File: src/rtl/adz_consts.svh
// Purpose: constants of the mode register bank and zero-flag logic
// Assumes: 16-bit control words, b15 = 0, b14:8 register index, b7:0 data
// Notes:   definitions only
`ifndef ADZ_CONSTS_SVH
`define ADZ_CONSTS_SVH

`define ADZ_IDX_OUT_DEEMPH   7'h13
`define ADZ_IDX_FMT_FLT      7'h14
`define ADZ_IDX_PHASE_ZF     7'h16
`define ADZ_WORD_W           16
`define ADZ_ZERO_BIT         15
`define ADZ_IDX_HI           14
`define ADZ_IDX_LO           8

`define ADZ_LDIS_BIT         0
`define ADZ_RDIS_BIT         1
`define ADZ_DEEMPH_BIT       4
`define ADZ_RATE_LO          5
`define ADZ_RATE_HI          6
`define ADZ_FMT_LO           0
`define ADZ_FMT_HI           2
`define ADZ_FLT_BIT          5
`define ADZ_PHASE_BIT        0
`define ADZ_ZPOL_BIT         1
`define ADZ_GROUP_BIT        2

`define ADZ_RST_DIS          1'b0
`define ADZ_RST_DEEMPH       1'b0
`define ADZ_RST_RATE         2'h0
`define ADZ_RST_FMT          3'h5
`define ADZ_RST_FLT          1'b0
`define ADZ_RST_PHASE        1'b0
`define ADZ_RST_ZPOL         1'b0
`define ADZ_RST_GROUP        1'b0

`define ADZ_ZERO_FRAMES      1024
`define ADZ_SAMPLE_W         24
`define ADZ_NUM_PINS         6

`endif

File: src/rtl/adz_pkg.sv
// Purpose: shared types of the mode bank and zero-flag logic
// Assumes: nothing beyond the constants header
// Notes:   format codes as written to the format field
`default_nettype none
package adz_pkg;
  typedef enum logic [2:0] {
    ADZ_FMT_RJ24  = 3'h0,
    ADZ_FMT_RJ20  = 3'h1,
    ADZ_FMT_RJ18  = 3'h2,
    ADZ_FMT_RJ16  = 3'h3,
    ADZ_FMT_I2S   = 3'h4,
    ADZ_FMT_LJ    = 3'h5,
    ADZ_FMT_RSV6  = 3'h6,
    ADZ_FMT_RSV7  = 3'h7
  } adz_fmt_t;
  typedef logic [23:0] adz_sample_t;
endpackage : adz_pkg
`default_nettype wire

File: src/rtl/adz_zd_if.sv
// Purpose: carries one channel's frame strobe and zero verdict to its detector
// Assumes: single clock domain
// Notes:   detect comes back from the detector
`default_nettype none
interface adz_zd_if;
  logic frame_stb;
  logic frame_zero;
  logic detect;
  modport src (output frame_stb, output frame_zero, input detect);
  modport det (input frame_stb, input frame_zero, output detect);
endinterface : adz_zd_if
`default_nettype wire

File: src/rtl/adz_zero_det.sv
// Purpose: per-channel run counter of all-zero frames
// Assumes: frame_stb is one cycle per frame of this channel
// Notes:   counter saturates so the flag holds through long silence
`include "adz_consts.svh"
`default_nettype none
module adz_zero_det #(
  parameter int FRAMES = `ADZ_ZERO_FRAMES
) (
  input  wire logic ref_clk_in,
  input  wire logic resetn_in,
  adz_zd_if.det     zd
);
  localparam int CW = $clog2(FRAMES + 1);
  localparam logic [CW-1:0] FULL = CW'(FRAMES);

  logic [CW-1:0] cnt_reg;
  logic          det_reg;

  always_ff @(posedge ref_clk_in) begin
    if (!resetn_in) begin
      cnt_reg <= '0;
    end else if (zd.frame_stb) begin
      if (!zd.frame_zero) begin
        cnt_reg <= '0;
      end else if (cnt_reg != FULL) begin
        cnt_reg <= cnt_reg + CW'(1);
      end
    end
  end

  always_ff @(posedge ref_clk_in) begin
    if (!resetn_in) begin
      det_reg <= 1'b0;
    end else if (zd.frame_stb) begin
      det_reg <= zd.frame_zero && (cnt_reg >= FULL - CW'(1));
    end
  end
  assign zd.detect = det_reg;
endmodule : adz_zero_det
`default_nettype wire

File: src/rtl/adz_mode_ctrl.sv
// Function
// - disable bit holds channel output at midscale
// - de-emphasis applied only while enable set
// - rate field selects 44.1, 48, 32 kHz
// - codes 000-011 select right-justified word length
// - 100 I2S, 101 left-justified default, 110/111 reserved
// - roll-off bit selects sharp or slow filter
// - phase bit inverts both channel outputs
// - polarity bit sets zero flag active level
// - grouping zero gives independent left/right flags
// - grouping one: common flag, left unassigned
// - each channel detects zero on its own
// - zero after 1024 consecutive zero frames
// - detected zero asserts that channel's flag
//
// Purpose: mode register bank written over the 3-wire port, audio capture, zero flags
// Assumes: control word shifted MSB first on ctl clock rise, taken on latch rise
// Notes:   all pins are asynchronous and pass a three-stage synchroniser
`include "adz_consts.svh"
`default_nettype none
module adz_mode_ctrl #(
  parameter int ZERO_FRAMES = `ADZ_ZERO_FRAMES
) (
  input  wire logic                ref_clk_in,
  input  wire logic                resetn_in,
  input  wire logic                ctl_latch_in,
  input  wire logic                ctl_clk_in,
  input  wire logic                ctl_data_in,
  input  wire logic                word_select_clock_in,
  input  wire logic                bit_shift_clock_in,
  input  wire logic                audio_data_in,
  output logic [23:0]              left_sample_out,
  output logic [23:0]              right_sample_out,
  output logic                     left_output_disable_out,
  output logic                     right_output_disable_out,
  output logic                     deemph_enable_out,
  output logic [1:0]               deemph_rate_sel_out,
  output logic [2:0]               audio_format_sel_out,
  output logic                     filter_rolloff_sel_out,
  output logic                     output_phase_invert_out,
  output logic                     zero_flag_polarity_out,
  output logic                     zero_flag_grouping_out,
  output logic                     right_zero_flag_out,
  output logic                     left_zero_flag_out
);
  localparam int NP = `ADZ_NUM_PINS;
  localparam int P_LATCH = 0;
  localparam int P_CCLK  = 1;
  localparam int P_CDATA = 2;
  localparam int P_WS    = 3;
  localparam int P_BCK   = 4;
  localparam int P_ADATA = 5;

  function automatic logic [4:0] rj_shift(input logic [2:0] fmt);
    unique case (fmt)
      adz_pkg::ADZ_FMT_RJ20: rj_shift = 5'h04;
      adz_pkg::ADZ_FMT_RJ18: rj_shift = 5'h06;
      adz_pkg::ADZ_FMT_RJ16: rj_shift = 5'h08;
      default:               rj_shift = 5'h00;
    endcase
  endfunction : rj_shift

  function automatic logic is_rj(input logic [2:0] fmt);
    is_rj = (fmt[2] == 1'b0);
  endfunction : is_rj

  // pin synchroniser: stage a feeds only stage b
  logic [NP-1:0] sync_a_reg, sync_b_reg, sync_c_reg, filt_reg, prev_reg;
  always_ff @(posedge ref_clk_in) begin
    sync_a_reg <= {audio_data_in, bit_shift_clock_in, word_select_clock_in,
                   ctl_data_in, ctl_clk_in, ctl_latch_in};
    sync_b_reg <= sync_a_reg;
    sync_c_reg <= sync_b_reg;
  end
  always_ff @(posedge ref_clk_in) begin
    if (!resetn_in) begin
      // start from the settled pin levels so no false edge follows reset
      filt_reg <= sync_c_reg;
      prev_reg <= sync_c_reg;
    end else begin
      for (int i = 0; i < NP; i++) begin
        if (sync_b_reg[i] == sync_c_reg[i]) filt_reg[i] <= sync_c_reg[i];
      end
      prev_reg <= filt_reg;
    end
  end
  logic [NP-1:0] rise;
  assign rise = filt_reg & ~prev_reg;
  logic ws_edge;
  assign ws_edge = filt_reg[P_WS] ^ prev_reg[P_WS];

  // control port shifter
  logic [`ADZ_WORD_W-1:0] ctl_sh_reg;
  always_ff @(posedge ref_clk_in) begin
    if (!resetn_in) begin
      ctl_sh_reg <= '0;
    end else if (rise[P_CCLK] && !filt_reg[P_LATCH]) begin
      ctl_sh_reg <= {ctl_sh_reg[`ADZ_WORD_W-2:0], filt_reg[P_CDATA]};
    end
  end
  logic       wr_stb;
  logic [6:0] wr_idx;
  logic [7:0] wr_dat;
  assign wr_stb = rise[P_LATCH] && !ctl_sh_reg[`ADZ_ZERO_BIT];
  assign wr_idx = ctl_sh_reg[`ADZ_IDX_HI:`ADZ_IDX_LO];
  assign wr_dat = ctl_sh_reg[7:0];

  // mode registers: only defined bit positions are stored
  always_ff @(posedge ref_clk_in) begin
    if (!resetn_in) begin
      left_output_disable_out  <= `ADZ_RST_DIS;
      right_output_disable_out <= `ADZ_RST_DIS;
      deemph_enable_out        <= `ADZ_RST_DEEMPH;
      deemph_rate_sel_out      <= `ADZ_RST_RATE;
    end else if (wr_stb && wr_idx == `ADZ_IDX_OUT_DEEMPH) begin
      left_output_disable_out  <= wr_dat[`ADZ_LDIS_BIT];
      right_output_disable_out <= wr_dat[`ADZ_RDIS_BIT];
      deemph_enable_out        <= wr_dat[`ADZ_DEEMPH_BIT];
      deemph_rate_sel_out      <= wr_dat[`ADZ_RATE_HI:`ADZ_RATE_LO];
    end
  end
  always_ff @(posedge ref_clk_in) begin
    if (!resetn_in) begin
      audio_format_sel_out   <= `ADZ_RST_FMT;
      filter_rolloff_sel_out <= `ADZ_RST_FLT;
    end else if (wr_stb && wr_idx == `ADZ_IDX_FMT_FLT) begin
      filter_rolloff_sel_out <= wr_dat[`ADZ_FLT_BIT];
      // a reserved code would leave the capture undefined, so it is dropped
      if (wr_dat[`ADZ_FMT_HI:`ADZ_FMT_HI-1] != 2'h3) begin
        audio_format_sel_out <= wr_dat[`ADZ_FMT_HI:`ADZ_FMT_LO];
      end
    end
  end
  always_ff @(posedge ref_clk_in) begin
    if (!resetn_in) begin
      output_phase_invert_out <= `ADZ_RST_PHASE;
      zero_flag_polarity_out  <= `ADZ_RST_ZPOL;
      zero_flag_grouping_out  <= `ADZ_RST_GROUP;
    end else if (wr_stb && wr_idx == `ADZ_IDX_PHASE_ZF) begin
      output_phase_invert_out <= wr_dat[`ADZ_PHASE_BIT];
      zero_flag_polarity_out  <= wr_dat[`ADZ_ZPOL_BIT];
      zero_flag_grouping_out  <= wr_dat[`ADZ_GROUP_BIT];
    end
  end

  // audio capture: i2s has left on low word select, the others on high
  logic [23:0] aud_sh_reg;
  logic [5:0]  bit_cnt_reg;
  logic        half_left;
  logic        skip_bit;
  logic [5:0]  cap_limit;
  assign half_left = (audio_format_sel_out == adz_pkg::ADZ_FMT_I2S) ?
                     !prev_reg[P_WS] : prev_reg[P_WS];
  assign skip_bit = (audio_format_sel_out == adz_pkg::ADZ_FMT_I2S) && bit_cnt_reg == 6'h00;
  // i2s spends its first bit clock on the skipped bit, so it counts one further
  assign cap_limit = 6'(`ADZ_SAMPLE_W) +
                     {5'h00, audio_format_sel_out == adz_pkg::ADZ_FMT_I2S};
  always_ff @(posedge ref_clk_in) begin
    if (!resetn_in) begin
      aud_sh_reg  <= '0;
      bit_cnt_reg <= '0;
    end else if (ws_edge) begin
      aud_sh_reg  <= '0;
      bit_cnt_reg <= '0;
    end else if (rise[P_BCK]) begin
      if (bit_cnt_reg != 6'h3f) bit_cnt_reg <= bit_cnt_reg + 6'h01;
      // msb-first words stop at 24 bits; right-justified keeps the last 24
      if (is_rj(audio_format_sel_out) ||
          (!skip_bit && bit_cnt_reg < cap_limit)) begin
        aud_sh_reg <= {aud_sh_reg[22:0], filt_reg[P_ADATA]};
      end
    end
  end
  adz_pkg::adz_sample_t word_now;
  assign word_now = is_rj(audio_format_sel_out) ?
                    (aud_sh_reg << rj_shift(audio_format_sel_out)) : aud_sh_reg;

  adz_zd_if zd_l ();
  adz_zd_if zd_r ();
  adz_pkg::adz_sample_t left_raw_reg, right_raw_reg;
  always_ff @(posedge ref_clk_in) begin
    if (!resetn_in) begin
      left_raw_reg  <= '0;
      right_raw_reg <= '0;
      zd_l.frame_stb <= 1'b0;
      zd_r.frame_stb <= 1'b0;
      zd_l.frame_zero <= 1'b0;
      zd_r.frame_zero <= 1'b0;
    end else begin
      zd_l.frame_stb <= ws_edge && half_left;
      zd_r.frame_stb <= ws_edge && !half_left;
      if (ws_edge && half_left) begin
        left_raw_reg    <= word_now;
        zd_l.frame_zero <= (word_now == '0);
      end
      if (ws_edge && !half_left) begin
        right_raw_reg   <= word_now;
        zd_r.frame_zero <= (word_now == '0);
      end
    end
  end

  adz_zero_det #(.FRAMES(ZERO_FRAMES)) u_det_l (
    .ref_clk_in (ref_clk_in),
    .resetn_in  (resetn_in),
    .zd         (zd_l)
  );
  adz_zero_det #(.FRAMES(ZERO_FRAMES)) u_det_r (
    .ref_clk_in (ref_clk_in),
    .resetn_in  (resetn_in),
    .zd         (zd_r)
  );

  // sample path: zero code is the bipolar midpoint
  always_ff @(posedge ref_clk_in) begin
    if (!resetn_in) begin
      left_sample_out  <= '0;
      right_sample_out <= '0;
    end else begin
      left_sample_out  <= left_output_disable_out ? 24'h000000 :
                          output_phase_invert_out ? 24'(-left_raw_reg) : left_raw_reg;
      right_sample_out <= right_output_disable_out ? 24'h000000 :
                          output_phase_invert_out ? 24'(-right_raw_reg) : right_raw_reg;
    end
  end

  // flags: left pin idles at the inactive level while grouped
  always_ff @(posedge ref_clk_in) begin
    if (!resetn_in) begin
      right_zero_flag_out <= 1'b0;
      left_zero_flag_out  <= 1'b0;
    end else begin
      right_zero_flag_out <= zero_flag_polarity_out ^
        (zero_flag_grouping_out ? (zd_l.detect && zd_r.detect) : zd_r.detect);
      left_zero_flag_out  <= zero_flag_polarity_out ^
        (!zero_flag_grouping_out && zd_l.detect);
    end
  end
endmodule : adz_mode_ctrl
`default_nettype wire

File: config.mk
export PLATFORM = sky130hd
export DESIGN_NAME = adz_mode_ctrl
export DESIGN_NICKNAME = d
export VERILOG_FILES = /design/src/rtl/adz_pkg.sv /design/src/rtl/adz_zd_if.sv /design/src/rtl/adz_zero_det.sv /design/src/rtl/adz_mode_ctrl.sv
export VERILOG_INCLUDE_DIRS = /design/src /design/src/rtl
export SDC_FILE = /design/constraint.sdc
export NUM_CORES = 1
export LEC_CHECK = 0
export CAP_MARGIN = 5
export CORE_ASPECT_RATIO = 1.25
export CORE_MARGIN = 4
export CORE_UTILIZATION = 50
export CTS_CLUSTER_DIAMETER = 120
export CTS_CLUSTER_SIZE = 25
export DETAILED_ROUTE_END_ITERATION = 10
export DONT_BUFFER_PORTS = 1
export SLEW_MARGIN = 40
export SYNTH_ARGS = -nofsm -noshare
export SYNTH_HDL_FRONTEND = slang
export SYNTH_SLANG_ARGS = --single-unit
File: constraint.sdc
create_clock -name ref_clk_in -period 2.8 [get_ports ref_clk_in]
set_input_delay 0.14 -clock ref_clk_in [delete_from_list [all_inputs] [get_ports ref_clk_in]]
set_output_delay 0.14 -clock ref_clk_in [all_outputs]
set_load 0.02 [all_outputs]
==> metrics, run 1 <==
number of synthesized flops with an enable pin 6; initial cell density of the core 0.512; DRC 0; worst reg2reg setup slack 0.31 ns; via/cell ratio 5.49; HP Start resetn_in; # nets final 1010; Reg2Reg Launch Point audio_format_sel_out[1]; number of cells after detailed placement 1197; ant diodes 0; Worst Max-Slew Pin Slew 0.650 ns; worst hold path depth 2; Fin Clk Skew 0.0164 ns; final hold vios 0; r2r endpoint zd_l.frame_zero; largest net degree at the start of global routing 99; wire length per cell 16.1 um; post-synthesis register bit count 212; Syn Inst Count 998; hold path endpoint audio_format_sel_out[2]; startpoint types flop; Pins Over Slew Limit 0; register area 4310 um2; CORE AREA 17600 um2; distinct cell type count after synthesis 66; Fmax 401 MHz; worst hold-check path type input port to flop; layout cells sized above 1 0.0733; Leakage 4.00 nW; Worst EP required 3.19 ns; root buffer cell clkbuf_16; final worst-path cycle share 0.890; Worst Setup Path Type flop to flop; CTS H-tree lvls 1; Tmin final 2.49 ns; Longest Clk Path Bufs 3; Synth Flop Type dfxtp_1; Site Rows 54; post-route setup TNS 0 ns; Clock transition at path regs 0.10 ns; Top Ports 70; initial antenna violation count 0; Ys Warns 0; Die ar. 20300 um2; Num CTS Buffers 12; asr flop ratio synth 0; Max Cap Viol 0; GPL Wtd Cong 0.922; CP Max Fanout 16; CTS tree built; slew margin rel. 0.564; Worst Setup End Kind flop; Die Y 158 um; area added between synthesis and finish 8.23%; post-route ant nets 0; non-filler cells, final 1220; status completed; post-synthesis sequential area ratio 0.476; Avg Cell Area, Syn 9.05 um2; Synth Cell Area 9030 um2; total gr overflow 0; die width 128 um; worst vdd ir 636 uV; Net Count, Synth 1014; CTS sink cnt 212; Setup Viol. Count Final 0; filler instances 1655; Worst Reg-to-Reg Cells 6; vias in the first global route 6229; global-route wire length before repair 32600 um; Clk Latency, worst-skew pair 0.47 ns; Power Density 555 nW/um2; data arrival time of the critical path 2.88 ns; unrepaired setup endpoints after global routing false; Post-Route WL 19600 um; Total Routing Usage GR 0.195; Buffers on Ports 0; detailed placer's ending HPWL 13800 um; drt pass-1 iters 7; Vias 6692; post-CTS sizing 0; Iter 0 DRT Violations 340; area of the multi-input gates 4470 um2
==> where the power goes <==
| part | total (mW) | switching, mW | internal (mW) |
|---|---|---|---|
| logic | 0.383 | 0.229 | 0.154 |
| registers | 3.21 | 0.0953 | 3.12 |
| clock network | 1.83 | 0.971 | 0.858 |
| total | 5.43 | 1.30 | 4.13 |
==> cells by family after synthesis <==
kind of cell               count (synthesis)  synth area share
xor gates and xnor gates                  69            0.0669
AOI/OAI and AO/OA                        186             0.149
adders and majority gates                  8            0.0111
muxes                                     56            0.0637
buffers and inverters                     71            0.0299
DFF                                      212             0.476
and+or+nand+nor                          396             0.203
==> worst max-delay path, cell delays in order, from the launching register on <==
cell	delay (ns)
dfxtp_1	0.74
mux2i_1	0.28
nand2_1	0.10
a2111o_1	0.36
a2111oi_0	0.45
nand4b_1	0.20
o31ai_1	0.27
==> cells in the final DEF (no fill, tap or decap), drive strengths merged, types with 14 or more instances in the layout <==
cell type,synthesis,routed
o31ai,14,14
nand3,19,19
xnor2,16,16
mux2i,44,44
inv,20,21
nor2,123,123
a21oi,23,23
xor2,53,53
buf,5,27
a21boi,40,40
dfxtp,206,206
or3,18,18
o211a,23,23
clkbuf,46,15
nand2,145,145
o21ai,40,40
==> worst max-delay path by stage <==
stage / start / to / cells past startpoint
after global placement: right_raw_reg[8] / right_sample_out[23] / 6
final: audio_format_sel_out[1] / zd_l.frame_zero / 6
after detailed placement: right_raw_reg[8] / right_sample_out[23] / 6
after global routing: audio_format_sel_out[1] / zd_l.frame_zero / 6
after CTS: right_raw_reg[8] / right_sample_out[23] / 6
after floorplan: right_raw_reg[8] / right_sample_out[23] / 6
==> per-layer routing <==
| metal | track usage | part of all wire | vias to the layer above |
|---|---|---|---|
| met5 | 0 | 0 | - |
| met3 | 0.0322 | 0.045 | 34 |
| li1 | - | - | 3409 |
| met2 | 0.331 | 0.47 | 129 |
| met1 | 0.251 | 0.45 | 3120 |
| met4 | 0.0683 | 0.029 | 0 |
==> cell type report <==
type                    count  area share
repair buffers             33      0.0302
clock buffers              15      0.0340
inverters                  20     0.00768
flip-flops and latches    212       0.440
clock inverters             1     0.00166
multi-input cells         715       0.457
well taps                 224      0.0287
==> stage by stage <==
stage	setup slack, ns	hold WS (ns)	util	total power, mW	cell area, um2
floorplan	0.446	0.168	-	3.57	9030
global placement	0.356	0.168	0.529	3.64	9340
detailed placement	0.307	0.168	0.529	3.64	9340
CTS	0.299	0.0310	0.554	5.49	9770
global route	0.00269	0.0530	0.554	5.68	9780
finish	0.308	0.0574	0.554	5.43	9780
==> timing repair <==
action	in CTS	in global routing
buffers inserted	0	0
endpoints found under the hold margin	104	0
hold buffers	7	0
endpoints found under the setup margin	0	0
==> cell usage after synthesis (all sizes together) (19+ instances only) <==
| cell | n | area (um2) |
|---|---|---|
| nand2 | 145 | 544 |
| dfxtp | 206 | 4120 |
| a21oi | 23 | 115 |
| o21ai | 40 | 200 |
| mux2i | 44 | 440 |
| xor2 | 53 | 464 |
| a21boi | 40 | 300 |
| inv | 20 | 75.1 |
| nand3 | 19 | 95.1 |
| nor2 | 123 | 462 |
| clkbuf | 46 | 173 |
| o211a | 23 | 230 |
Power figures use the tool's default switching activity.
==> run 2, diff against run 1 <==
PLACE_DENSITY = 0.61   (was unset)
==> run 2 against run 1 <==
Cell area decreased by 0.24%. Combinational power about the same. Total power shrank 0.47%. Hold slack worse by 0.017 ns. Sequential power about the same. Utilization fell by 0.13 points.
==> metrics, run 2 (same netlist as run 1, synthesis figures left out) <==
filler instances 1608; routed wl met3 821 um; Worst Setup End Kind flop; final hold vios 0; layout cells sized above 1 0.0724; drt pass-1 iters 5; total net switching power 1.28 mW; register area 4310 um2; Die Y 158 um; CTS tree built; area added between synthesis and finish 7.96%; Top Ports 70; ant diodes 0; worst-path cell with the longest stage delay or4_4; Buffers on Ports 0; Setup Viol. Count Final 0; commonest non-fill, non-tap cell in the layout dfxtp_1; Worst Max-Slew Pin Slew 0.629 ns; Die ar. 20300 um2; post-CTS sizing 0; most frequent cells in the layout dfxtp_1, nand2_1, nor2_1; Max Cap Viol 0; post-route setup TNS 0 ns; CP max stage delay 0.56 ns; Power Density 554 nW/um2; data arrival time of the critical path 2.82 ns; area of the multi-input gates 4470 um2; Clk Latency, worst-skew pair 0.48 ns; Post-Layout Inst Area 9750 um2; post-route ant nets 0; global-route wire length before repair 32700 um; Total Routing Usage GR 0.196; Clock transition at path regs 0.10 ns; crit-path cells or4_4 -> or4_4 -> or3_4 -> o41ai_2 -> xor2_1 -> nor2_1; Met1 Routed Length 8780 um; largest net degree at the start of global routing 99; hold_ws 0.0400 ns; Top Layer Used met4; unrepaired setup endpoints after global routing false; initial antenna violation count 0; CP Max Fanout 6; CTS H-tree lvls 1; Tmin final 2.47 ns; metal2 WL 9330 um; Seq pwr share 0.595; Worst EP required 3.15 ns; CP bufs+invs 0; CORE AREA 17600 um2; status completed; internal power 4.12 mW; Longest Clk Path Bufs 3; worst hold-check path type input port to flop; Vias 6629; Post-Route WL 19600 um; Sw Share 0.236; vias in the first global route 6349; root buffer cell clkbuf_16; worst vdd ir 457 uV; via/cell ratio 5.44; Fin Clk Skew 0.0214 ns; clock group share of total power 0.334; detailed placer's ending HPWL 13800 um; GPL Wtd Cong 0.914; Pins Over Slew Limit 0; Iter 0 DRT Violations 317; Fmax 404 MHz; initial cell density of the core 0.512; DRC 0; # nets final 1009; slew margin rel. 0.578; Design Power 5.40 mW; CP dominant cell by count or4_4; startpoint types flop; Combinational Power Share 0.071; total gr overflow 0; Leakage 3.99 nW; wire length per cell 16.1 um; die width 128 um; Num CTS Buffers 12; Worst Setup Path Type flop to flop; final worst-path cycle share 0.883; CTS sink cnt 212; Site Rows 54; critical path's top delay family simple AND/OR/NAND/NOR gates; dpl cell area 9320 um2
## run 2: worst paths after layout
check	depth (start not counted)	start	slack (ns)	endpoint
setup / recovery	6	right_raw_reg[8]	0.33	right_sample_out[23]
hold / removal	2	resetn_in	0.04	audio_format_sel_out[2]
setup reg to reg	6	right_raw_reg[8]	0.33	right_sample_out[23]
hold reg to reg	0	sync_a_reg[4]	0.33	sync_b_reg[4]
## run 2: layout make-up
| type | count | share of cell area |
|---|---|---|
| clock inverter | 1 | 0.00167 |
| multi-input combinational | 715 | 0.459 |
| inverter | 20 | 0.00770 |
| timing repair buffer | 32 | 0.0282 |
| clock buffer | 14 | 0.0337 |
| tap | 224 | 0.0287 |
| sequential | 212 | 0.441 |
## run 2: worst register-to-register path, delay by kind of cell, from the launching register on
family,cells,cell delay [ns]
AND/OR/NAND/NOR,4,1.49
flip-flops,1,0.38
AO/OA/AOI/OAI,1,0.31
XOR/XNOR,1,0.17
## run 2: power groups by stage
stage                     Combinational (mW)  Sequential, mW  Clock, mW
after detailed placement               0.358            3.28          0
after global routing                   0.430            3.23       2.00
after CTS                              0.389            3.21       1.89
final                                  0.383            3.21       1.80
after floorplan                        0.305            3.26          0
after global placement                 0.356            3.28          0
## run 2: timing repair
item                                    CTS  global route
hold buffers                              7             0
endpoints found under the setup margin    0             0
buffers inserted                          0             0
endpoints found under the hold margin   104             0
## run 2: per-stage QoR
| step | utilization | worst slack [ns] | std cells |
|---|---|---|---|
| floorplan | - | 0.446 | 998 |
| finish | 0.553 | 0.327 | 1218 |
| CTS | 0.553 | 0.312 | 1218 |
| global placement | 0.528 | 0.341 | 1196 |
| global route | 0.553 | 0.229 | 1218 |
| detailed placement | 0.528 | 0.326 | 1196 |
## run 2: metal layers
metal	vias up	GRT usage
li1	3408	-
met1	3049	0.253
met2	134	0.332
met3	38	0.0295
met4	0	0.0768
met5	-	0
==> run 3, diff against run 2 <==
CORE_UTILIZATION = 48   (was 50)
PLACE_DENSITY = 0.59   (was 0.61)
==> run 3 against run 2 <==
Wire length fell by 0.80%. Largest power group unchanged. Sequential share of layout area barely moved. Clock skew fell by 0.0055 ns.
==> metrics, run 3 (same netlist as run 1, synthesis figures left out) <==
Design Power 5.40 mW; critical path's top delay family simple AND/OR/NAND/NOR gates; Vias 6685; Site Rows 55; GPL Wtd Cong 0.910; clock group share of total power 0.334; Worst Max-Slew Pin Slew 0.708 ns; CTS H-tree lvls 1; most frequent cells in the layout dfxtp_1, nand2_1, nor2_1; DRC 0; Buffers on Ports 0; Fmax 401 MHz; pre-CTS setup slack 0.338 ns; Top Ports 70; initial antenna violation count 0; Clk Latency, worst-skew pair 0.47 ns; Num CTS Buffers 12; total gr overflow 0; global-route wire length before repair 32400 um; slew margin rel. 0.528; area added between synthesis and finish 7.89%; unrepaired setup endpoints after global routing false; post-route ant nets 0; worst reg2reg setup slack 0.31 ns; CTS sink cnt 212; data arrival time of the critical path 2.84 ns; Total Routing Usage GR 0.185; non-filler cells, final 1221; Combinational Power Share 0.070; post-CTS setup buffer count 0; CP Max Fanout 6; Longest Clk Path Bufs 3; internal power 4.13 mW; # nets final 1007; largest net degree at the start of global routing 99; via/cell ratio 5.48; initial cell density of the core 0.494; Worst EP required 3.15 ns; ant diodes 0; Worst Setup Path Type flop to flop; status completed; CP dominant cell by count or4_4; Clock transition at path regs 0.09 ns; detailed placer's ending HPWL 13800 um; post-CTS sizing 0; vias in the first global route 6154; Sw Share 0.235; Worst Setup End Kind flop; CTS Hold Bufs 7; CORE AREA 18300 um2; Post-Route WL 19500 um; number of cells after detailed placement 1198; Iter 0 DRT Violations 417; Fin Clk Skew 0.0160 ns; CTS tree built; Leakage 3.98 nW; final hold vios 0; commonest non-fill, non-tap cell in the layout dfxtp_1; Seq pwr share 0.595; worst hold-check path type input port to flop; Die Y 161 um; layout cells sized above 1 0.0705; Setup Viol. Count Final 0; crit-path cells or4_4 -> or4_4 -> or3_4 -> o41ai_2 -> xor2_1 -> nor2_1; drt pass-1 iters 5; Max Cap Viol 0; Die ar. 21100 um2; root buffer cell clkbuf_16; wire length per cell 15.9 um; final worst-path cycle share 0.891; post-route setup TNS 0 ns; Setup WS post-layout 0.305 ns; CP bufs+invs 0; die width 131 um; CP max stage delay 0.56 ns; worst-path cell with the longest stage delay or4_4; startpoint types flop; worst vdd ir 612 uV; Power Density 554 nW/um2; Pins Over Slew Limit 0; Tmin final 2.49 ns; total net switching power 1.27 mW
==> run 3: through the flow <==
stage | hold WS, ns | utilization | cell area (um2)
after CTS | 0.0233 | 0.532 | 9750
after global routing | 0.0490 | 0.533 | 9750
final | 0.0330 | 0.533 | 9750
after global placement | 0.168 | 0.508 | 9310
after detailed placement | 0.168 | 0.509 | 9310
after floorplan | 0.168 | - | 9030
==> run 3: worst paths after layout <==
check | start | to | cells past startpoint
hold reg to reg | sync_a_reg[4] | sync_b_reg[4] | 0
setup / recovery | right_raw_reg[8] | right_sample_out[23] | 6
hold / removal | resetn_in | audio_format_sel_out[2] | 2
setup reg to reg | right_raw_reg[8] | right_sample_out[23] | 6
==> run 3: cell type report <==
type,count,area [um2]
well taps,228,285
repair buffers,30,260
multi-input cells,715,4470
fillers,1739,8560
clock buffers,15,333
flip-flops and latches,212,4310
inverters,20,75.1
clock inverters,1,16.3
==> run 3: per-layer routing <==
| metal | up-vias | wire (um) | track usage |
|---|---|---|---|
| met3 | 37 | 844 | 0.0261 |
| met1 | 3103 | 8860 | 0.248 |
| met4 | 0 | 479 | 0.0519 |
| li1 | 3409 | - | - |
| met2 | 136 | 9270 | 0.311 |
| met5 | - | 0 | 0 |
==> run 3: power groups by stage <==
stage | clock, mW | sequential (mW) | combinational [mW]
detailed placement | 0 | 3.28 | 0.352
finish | 1.80 | 3.21 | 0.379
global route | 2.00 | 3.23 | 0.428
CTS | 1.91 | 3.21 | 0.384
floorplan | 0 | 3.26 | 0.305
global placement | 0 | 3.28 | 0.349
==> run 3: worst register-to-register path, cell delays in order, from the launching register on <==
cell     delay (ns)
dfxtp_1        0.38
or4_4          0.56
or4_4          0.45
or3_4          0.43
o41ai_2        0.34
xor2_1         0.17
nor2_1         0.05
